**src/hdl/tcc_pkg.sv**
```systemverilog
`default_nettype none
package tcc_pkg;
  localparam int NCH = 4;
  localparam int CNT_W = 16;
  localparam int BYTE_W = 8;

  localparam logic [7:0] ADDR_SLOT_FUNCTION    = 8'hc1;
  localparam logic [7:0] ADDR_SLOT1_LOW        = 8'hc2;
  localparam logic [7:0] ADDR_SLOT1_HIGH       = 8'hc3;
  localparam logic [7:0] ADDR_SLOT2_LOW        = 8'hc4;
  localparam logic [7:0] ADDR_SLOT2_HIGH       = 8'hc5;
  localparam logic [7:0] ADDR_SLOT3_LOW        = 8'hc6;
  localparam logic [7:0] ADDR_SLOT3_HIGH       = 8'hc7;
  localparam logic [7:0] ADDR_RELOAD_LOW       = 8'hca;
  localparam logic [7:0] ADDR_RELOAD_HIGH      = 8'hcb;
  localparam logic [7:0] ADDR_IRQ_ENABLE       = 8'hd2;
  localparam logic [7:0] ADDR_EVENT_FLAGS      = 8'hd3;
  localparam logic [7:0] ADDR_TRIGGER_SELECT   = 8'hdd;

  // Channel index 0 is the reload/capture channel, 1..3 the slots
  localparam logic [3:0][7:0] CH_LOW_ADDR  = {ADDR_SLOT3_LOW, ADDR_SLOT2_LOW,
                                              ADDR_SLOT1_LOW, ADDR_RELOAD_LOW};
  localparam logic [3:0][7:0] CH_HIGH_ADDR = {ADDR_SLOT3_HIGH, ADDR_SLOT2_HIGH,
                                              ADDR_SLOT1_HIGH, ADDR_RELOAD_HIGH};

  localparam int OVF_BIT = 7;
  localparam int FIELD_W = 2;
  localparam logic [7:0]  BYTE_RESET = 8'h00;
  localparam logic [15:0] CNT_RESET  = 16'h0000;
  localparam logic [3:0]  NIB_RESET  = 4'h0;

  typedef enum logic [1:0] {
    TRIG_WRITE = 2'b00,
    TRIG_RISE  = 2'b01,
    TRIG_FALL  = 2'b10,
    TRIG_BOTH  = 2'b11
  } tcc_trig_t;

  typedef enum logic [1:0] {
    FN_OFF      = 2'b00,
    FN_CAPTURE  = 2'b01,
    FN_COMPARE  = 2'b10,
    FN_RESERVED = 2'b11
  } tcc_fn_t;
endpackage
`default_nettype wire

```
**src/hdl/tcc_capture_compare.sv**
```systemverilog
// Behaviour
// - Slot3 trigger: low-byte write, rising, falling or either edge of input d.
// - Slot2 trigger: same four codes using input c.
// - Slot1 trigger: same four codes using input b.
// - Reload/capture trigger: same four codes using input a.
// - Overflow interrupt requested only while enable bit 7 is one.
// - Enable bits 3..0 gate channel d, c, b, a interrupts.
// - Overflow flag bit 7 set on timer overflow, held until software clears.
// - Channel flags set by selected edge or compare match; only software clears.
// - Each slot holds 16 bits as separate high and low byte registers.
// - Reload/capture channel holds 16 bits as high and low byte registers.
// - Function field: 00 off, 01 capture, 10 compare, 11 reserved.
// - Captured value is the 16-bit timer count from its two bytes.
`timescale 1ns/100ps
`default_nettype none
module tcc_capture_compare
  import tcc_pkg::*;
(
  input  wire logic               sys_clk,
  input  wire logic               rst,
  input  wire logic [7:0]         sfr_addr,
  input  wire logic               sfr_wr,
  input  wire logic               sfr_rd,
  input  wire logic [BYTE_W-1:0]  sfr_wdata,
  output var  logic [BYTE_W-1:0]  sfr_rdata,
  input  wire logic [BYTE_W-1:0]  timer_count_high,
  input  wire logic [BYTE_W-1:0]  timer_count_low,
  input  wire logic               timer_overflow,
  input  wire logic               capture_in_a,
  input  wire logic               capture_in_b,
  input  wire logic               capture_in_c,
  input  wire logic               capture_in_d,
  output var  logic               overflow_irq,
  output var  logic [NCH-1:0]     chan_irq
);

  ////////////////////////////////////////////////////////////////////////////
  // State
  logic [CNT_W-1:0]  val_r [NCH];
  logic [CNT_W-1:0]  val_nxt [NCH];
  logic [7:0]        trig_sel_r, trig_sel_nxt;
  logic [7:0]        func_r, func_nxt;
  logic              ovf_en_r, ovf_en_nxt;
  logic [NCH-1:0]    chan_en_r, chan_en_nxt;
  logic              ovf_flag_r, ovf_flag_nxt;
  logic [NCH-1:0]    chan_flag_r, chan_flag_nxt;
  logic [NCH-1:0]    prev_r, prev_nxt;
  logic              arm_r, arm_nxt;
  logic [BYTE_W-1:0] rdata_r, rdata_nxt;
  logic              ovf_irq_r, ovf_irq_nxt;
  logic [NCH-1:0]    chan_irq_r, chan_irq_nxt;
  logic [NCH-1:0]    pins;
  logic [CNT_W-1:0]  count;

  function automatic logic wr_hit(input logic wr, input logic [7:0] a, input logic [7:0] target);
    return wr && (a == target);
  endfunction

  assign pins  = {capture_in_d, capture_in_c, capture_in_b, capture_in_a};
  assign count = {timer_count_high, timer_count_low};

  ////////////////////////////////////////////////////////////////////////////
  // Next state
  always_comb begin
    logic      rise;
    logic      fall;
    logic      pin_ev;
    logic      wr_low;
    tcc_trig_t sel;
    tcc_fn_t   fn;
    rise = 1'b0;
    fall = 1'b0;
    pin_ev = 1'b0;
    wr_low = 1'b0;
    sel = TRIG_WRITE;
    fn = FN_OFF;
    trig_sel_nxt  = trig_sel_r;
    func_nxt      = func_r;
    ovf_en_nxt    = ovf_en_r;
    chan_en_nxt   = chan_en_r;
    ovf_flag_nxt  = ovf_flag_r;
    chan_flag_nxt = chan_flag_r;
    prev_nxt      = pins;
    // First cycle after reset only loads the pin history, so no false edge
    arm_nxt       = 1'b1;
    if (wr_hit(sfr_wr, sfr_addr, ADDR_TRIGGER_SELECT)) begin
      trig_sel_nxt = sfr_wdata;
    end
    if (wr_hit(sfr_wr, sfr_addr, ADDR_SLOT_FUNCTION)) begin
      func_nxt = sfr_wdata;
    end
    if (wr_hit(sfr_wr, sfr_addr, ADDR_IRQ_ENABLE)) begin
      ovf_en_nxt  = sfr_wdata[OVF_BIT];
      chan_en_nxt = sfr_wdata[NCH-1:0];
    end
    // Writing zero clears a flag; a same-cycle event still sets it
    if (wr_hit(sfr_wr, sfr_addr, ADDR_EVENT_FLAGS)) begin
      ovf_flag_nxt  = ovf_flag_r & sfr_wdata[OVF_BIT];
      chan_flag_nxt = chan_flag_r & sfr_wdata[NCH-1:0];
    end
    if (timer_overflow) begin
      ovf_flag_nxt = 1'b1;
    end
    for (int k = 0; k < NCH; k++) begin
      val_nxt[k] = val_r[k];
      sel    = tcc_trig_t'(trig_sel_r[k*FIELD_W +: FIELD_W]);
      fn     = tcc_fn_t'(func_r[k*FIELD_W +: FIELD_W]);
      rise   = arm_r && pins[k] && !prev_r[k];
      fall   = arm_r && !pins[k] && prev_r[k];
      wr_low = wr_hit(sfr_wr, sfr_addr, CH_LOW_ADDR[k]);
      unique case (sel)
        TRIG_WRITE: pin_ev = 1'b0;
        TRIG_RISE:  pin_ev = rise;
        TRIG_FALL:  pin_ev = fall;
        TRIG_BOTH:  pin_ev = rise || fall;
      endcase
      if (wr_low) begin
        val_nxt[k][BYTE_W-1:0] = sfr_wdata;
      end
      if (wr_hit(sfr_wr, sfr_addr, CH_HIGH_ADDR[k])) begin
        val_nxt[k][CNT_W-1:BYTE_W] = sfr_wdata;
      end
      // Capture wins over the software byte write; reserved code does nothing
      if (fn == FN_CAPTURE) begin
        if ((sel == TRIG_WRITE) ? wr_low : pin_ev) begin
          val_nxt[k] = count;
        end
        if (pin_ev) begin
          chan_flag_nxt[k] = 1'b1;
        end
      end
      // Match is a level; the flag re-sets while the count stays equal
      if (fn == FN_COMPARE && count == val_r[k]) begin
        chan_flag_nxt[k] = 1'b1;
      end
    end
    ovf_irq_nxt  = ovf_flag_r && ovf_en_r;
    chan_irq_nxt = chan_flag_r & chan_en_r;
    rdata_nxt = BYTE_RESET;
    if (sfr_rd) begin
      unique case (sfr_addr)
        ADDR_SLOT_FUNCTION:  rdata_nxt = func_r;
        ADDR_TRIGGER_SELECT: rdata_nxt = trig_sel_r;
        ADDR_IRQ_ENABLE:     rdata_nxt = {ovf_en_r, 3'b000, chan_en_r};
        ADDR_EVENT_FLAGS:    rdata_nxt = {ovf_flag_r, 3'b000, chan_flag_r};
        ADDR_RELOAD_LOW:     rdata_nxt = val_r[0][BYTE_W-1:0];
        ADDR_RELOAD_HIGH:    rdata_nxt = val_r[0][CNT_W-1:BYTE_W];
        ADDR_SLOT1_LOW:      rdata_nxt = val_r[1][BYTE_W-1:0];
        ADDR_SLOT1_HIGH:     rdata_nxt = val_r[1][CNT_W-1:BYTE_W];
        ADDR_SLOT2_LOW:      rdata_nxt = val_r[2][BYTE_W-1:0];
        ADDR_SLOT2_HIGH:     rdata_nxt = val_r[2][CNT_W-1:BYTE_W];
        ADDR_SLOT3_LOW:      rdata_nxt = val_r[3][BYTE_W-1:0];
        ADDR_SLOT3_HIGH:     rdata_nxt = val_r[3][CNT_W-1:BYTE_W];
        default:             rdata_nxt = BYTE_RESET;
      endcase
    end
  end

  ////////////////////////////////////////////////////////////////////////////
  // Registers
  always_ff @(posedge sys_clk or posedge rst) begin
    if (rst) begin
      for (int k = 0; k < NCH; k++) begin
        val_r[k] <= CNT_RESET;
      end
      trig_sel_r  <= BYTE_RESET;
      func_r      <= BYTE_RESET;
      ovf_en_r    <= 1'b0;
      chan_en_r   <= NIB_RESET;
      ovf_flag_r  <= 1'b0;
      chan_flag_r <= NIB_RESET;
      prev_r      <= NIB_RESET;
      arm_r       <= 1'b0;
      rdata_r     <= BYTE_RESET;
      ovf_irq_r   <= 1'b0;
      chan_irq_r  <= NIB_RESET;
    end else begin
      for (int k = 0; k < NCH; k++) begin
        val_r[k] <= val_nxt[k];
      end
      trig_sel_r  <= trig_sel_nxt;
      func_r      <= func_nxt;
      ovf_en_r    <= ovf_en_nxt;
      chan_en_r   <= chan_en_nxt;
      ovf_flag_r  <= ovf_flag_nxt;
      chan_flag_r <= chan_flag_nxt;
      prev_r      <= prev_nxt;
      arm_r       <= arm_nxt;
      rdata_r     <= rdata_nxt;
      ovf_irq_r   <= ovf_irq_nxt;
      chan_irq_r  <= chan_irq_nxt;
    end
  end

  assign sfr_rdata    = rdata_r;
  assign overflow_irq = ovf_irq_r;
  assign chan_irq     = chan_irq_r;
endmodule // tcc_capture_compare
`default_nettype wire

```
**config.mk**
```make
export PLATFORM = sky130hd
export DESIGN_NAME = tcc_capture_compare
export DESIGN_NICKNAME = d
export VERILOG_FILES = /design/src/hdl/tcc_pkg.sv /design/src/hdl/tcc_capture_compare.sv
export SDC_FILE = /design/constraint.sdc
export NUM_CORES = 1
export LEC_CHECK = 0
export BUFFER_PORTS_ARGS = -buffer_cell sky130_fd_sc_hd__buf_2
export CAP_MARGIN = 20
export CORE_ASPECT_RATIO = 0.9
export CORE_MARGIN = 2
export CORE_UTILIZATION = 35
export CTS_BUF_LIST = sky130_fd_sc_hd__clkbuf_4 sky130_fd_sc_hd__clkbuf_8
export DETAILED_ROUTE_END_ITERATION = 6
export PLACE_DENSITY = 0.58
export SKIP_LAST_GASP = 1
export SLEW_MARGIN = 5
export SYNTH_ARGS = -nofsm -noshare
export SYNTH_HDL_FRONTEND = slang
export SYNTH_SLANG_ARGS = --single-unit
```
**constraint.sdc**
```tcl
create_clock -name sys_clk -period 3.65 [get_ports sys_clk]
set_input_delay 0.73 -clock sys_clk [delete_from_list [all_inputs] [get_ports sys_clk]]
set_output_delay 0.73 -clock sys_clk [all_outputs]
set_load 0.005 [all_outputs]
```
==> reports/metrics.csv <==
stage,metric,value,unit
timing,period_share,0.693,
clock_network,cts_buffers,9,
timing,tightest_slew,0.767,ns
floorplanning,chipHeight,136,um
floorplanning,dieArea,20400,um2
pwr,leakagePower,3.49,nW
critical_path,criticalPathCategory,in2reg,
timing,fin_crit,2.53,ns
placement,post-place-cells,844,
synth,syn_area_per_cell,11.7,um2
floorplanning,initial_core_util,0.354,
grt,antenna_found_initial,0,
synth,syn_inst,576,
critical_path,critPathArrivalTime,2.82,ns
grt,met2_usage,0.327,
pwr,power_density,360,nW/um2
timing,maxSlewViolCount,0,
critical_path,crit_path_cell_trace,buf_2 > nand4bb_1 > buf_4 > nor3_4 > mux2_2 > mux2_2,
floorplanning,die_w,150,um
synth,synth_cell_types,57,
grt,grt_overflow,0,
grt,use_met3,0.0552,
timing,rsz0062_at_grt,no,
clock_network,post_cts.repair.setup_buffers,0,
timing,finClkSkew,0.0136,ns
grt,grt_pass1_wl,32700,um
timing,tns,0,ns
grt,grtUsageTotal,0.221,
clock_network,cts_max_level,3,
grt,grt_max_degree,90,
clock_network,cts_buffer_depth,2,
clock_network,cts_resized,0,
detailed_routing,via_per_inst,5.80,
synth,netlist_area,6740,um2
layout,fillCellCount,1841,
timing,hold_viol,0,
detailed_routing,firstDrtPassIters,5,
detailed_routing,drt_iter0_markers,398,
pwr,p_comb_frac,0.184,
synth,yosysWarnings,0,
synth,synth_seq_cells,108,
detailed_routing,ant_nets,0,
detailed_routing,wl,21800,um
layout,final-instance-count-excl-fill,860,
timing,setup_violations,0,
placement,portBuffers,53,
pwr,p_sw,0.798,mW
critical_path,worstPathMaxFanout,15,
clock_network,clock-sinks,108,
synth,synth_top_flop_cell,dfrtp_1,
detailed_routing,wl_per_cell,25.3,um
layout,drive_above_1_share,0.411,
grt,grt_util_met1,0.324,
layout,final_nets,647,
critical_path,crit_path_top_delay_cell,nor3_4,
floorplanning,rows,48,
clock_network,clock_latency,0.40,ns
placement,finalWeightedCongestion,0.901,
synth,synth_top_cells_by_area,"dfrtp_1, mux2_2, xor2_1",
run_status,outcome,"complete, no violations",
job,maxCapViolCount,0,
detailed_routing,vias,4991,
synth,synthArstFlopShare,1.00,
placement,dp_hpwl,15700,um
synth,yosysTopAreaCell,dfrtp_1,
pwr,p_int,1.88,mW
floorplanning,core,19000,um2
pwr,ir_drop,0.000153,V
detailed_routing,remaining_drc_errors,0,
clock_network,cts_tree,done,
pwr,seq_power_share,0.525,
clock_network,postCtsHoldBufs,0,
timing,fmax,395,MHz
grt,grt_pass1_vias,5072,
pwr,switching_share,0.298,
synth,synth_nets,617,
synth,ys_seq_area_frac,0.401,
critical_path,slowest_delay,0.49,ns
critical_path,cp.required,3.94,ns
grt,top_usage_layer,met2,
worst_hold_path,worstHoldPathType,in2async,
critical_path,critPathLaunchType,input pin,
critical_path,crit_path_frequent_cell,mux2_2,
pwr,pwr-share-clk,0.292,
floorplanning,io_pins,54,
synth,synth.top_cell.area_share,0.401,
layout,area_growth_syn_to_layout,10.3,%
clock_network,clockRootBuffer,clkbuf_8,
clock_network,clk_pin_slew,0.11,ns
critical_path,crit_path_end_kind,register,
synth,synth-edff-count,0,
timing,slew-limit-headroom,0.487,
-- metal layers --
metal / up-vias / wire length, um
met2: 176 / 9390
met1: 2597 / 10400
li1: 2197 / -
met4: 0 / 313
met5: - / 0
met3: 21 / 1610
-- through the flow --
| step | area, um2 | setup slack, ns | total power, mW | hold slack (ns) | util |
|---|---|---|---|---|---|
| after floorplan | 6740 | 0.0744 | 1.73 | 0.470 | - |
| after global placement | 7210 | 0.746 | 1.89 | 0.508 | 0.379 |
| after detailed placement | 7210 | 0.691 | 1.90 | 0.519 | 0.379 |
| after CTS | 7410 | 1.12 | 2.68 | 0.443 | 0.389 |
| after global routing | 7430 | 1.07 | 2.79 | 0.391 | 0.391 |
| final | 7440 | 1.12 | 2.67 | 0.372 | 0.391 |
-- cells by family after synthesis --
family,Yosys count,synth area share
buf+inv,60,0.0388
mux,162,0.287
xor+xnor,64,0.0832
flops,108,0.401
compound gates,63,0.0715
other cells,1,0.000556
simple gates,118,0.118
-- power by group through the flow --
stage	clock [mW]	combinational [mW]	sequential, mW
after floorplan	0	0.355	1.37
after global placement	0	0.473	1.42
after detailed placement	0	0.483	1.42
after CTS	0.795	0.485	1.40
after global routing	0.847	0.531	1.41
final	0.780	0.492	1.40
-- cell usage in the layout, fill, tap and decap left out, types with 3 or more instances in the layout --
master    netlist  routed
mux2i_1         6       6
nor2b_1         5       5
buf_2          11      53
o41ai_1         5       5
o21ai_0         4       4
mux2_2        139     139
o221ai_1        5       5
xor2_1         63      63
a22oi_1         8       8
a31oi_1         8       8
nor3b_1         3       3
buf_4           2      15
o31ai_1         6       6
nor3_1          8       8
nand2b_1        5       5
mux4_2          7       7
or4_1           4       4
and2_1          5       5
nor4b_1         3       3
a32oi_1         5       5
a41o_1          4       4
nand3_1         5       5
nand3b_1       13      13
and3_1          9       9
nand2_1         9       9
nor2_1          7       7
inv_1          10       9
dfrtp_1       108     108
clkbuf_8        0      11
a21oi_1         6       6
mux2_4         10      10
nand4_1         6       6
nor4_1         18      18
-- area by class of cell --
cell class / count / area, um2 / area share
sequential: 108 / 2700 / 0.363
clock buffer: 11 / 151 / 0.0204
inverter: 10 / 40.0 / 0.00538
multi-input combinational: 408 / 3780 / 0.508
clock inverter: 3 / 46.3 / 0.00622
tap: 250 / 313 / 0.0421
timing repair buffer: 69 / 405 / 0.0545
antenna: 1 / 2.50 / 0.000336
-- sequential cells by signal, indices dropped and copies added (netlist names) --
name          cells
val_r            64
func_r            8
sfr_rdata         8
trig_sel_r        8
chan_en_r         4
chan_flag_r       4
chan_irq          4
prev_r            4
arm_r             1
overflow_irq      1
ovf_en_r          1
ovf_flag_r        1
-- cell usage after synthesis, drive strengths merged, types with 2 or more instances --
| cell | n |
|---|---|
| nand2b | 5 |
| or4 | 4 |
| o21ai | 5 |
| mux2i | 6 |
| nor4 | 19 |
| a22o | 2 |
| o31ai | 6 |
| nand3 | 5 |
| mux2 | 149 |
| nand2 | 9 |
| mux4 | 7 |
| clkbuf | 30 |
| and3b | 2 |
| nor4b | 4 |
| o41ai | 5 |
| nor3b | 3 |
| a32oi | 5 |
| nor3 | 12 |
| nor2b | 5 |
| a22oi | 8 |
| a41o | 4 |
| nand4 | 6 |
| inv | 10 |
| a41oi | 2 |
| buf | 20 |
| a31oi | 8 |
| nor4bb | 2 |
| nand3b | 13 |
| o221ai | 5 |
| xor2 | 63 |
| and3 | 9 |
| a21oi | 9 |
| or3 | 2 |
| and4 | 2 |
| nand4bb | 2 |
| nor2 | 7 |
| dfrtp | 108 |
| and2 | 5 |
-- critical path, delay by kind of cell --
family / cells / cell delay (ns)
AND/OR/NAND/NOR: 2 / 0.90
multiplexers: 2 / 0.66
buffers and inverters: 2 / 0.51
-- final timing paths --
path / from / endpoint / slack [ns] / depth (start not counted)
min: rst / val_r[1] / 0.37 / 2
max in group asynchronous: rst / val_r[52] / 2.43 / 4
max: sfr_addr[4] / val_r[51] / 1.12 / 6
max reg2reg: func_r[5] / val_r[20] / 1.77 / 4
min reg2reg: chan_en_r[2] / chan_irq[2] / 0.54 / 1
min in group sys_clk: capture_in_c / prev_r[2] / 0.45 / 1
(Power assumes the default switching activity.)
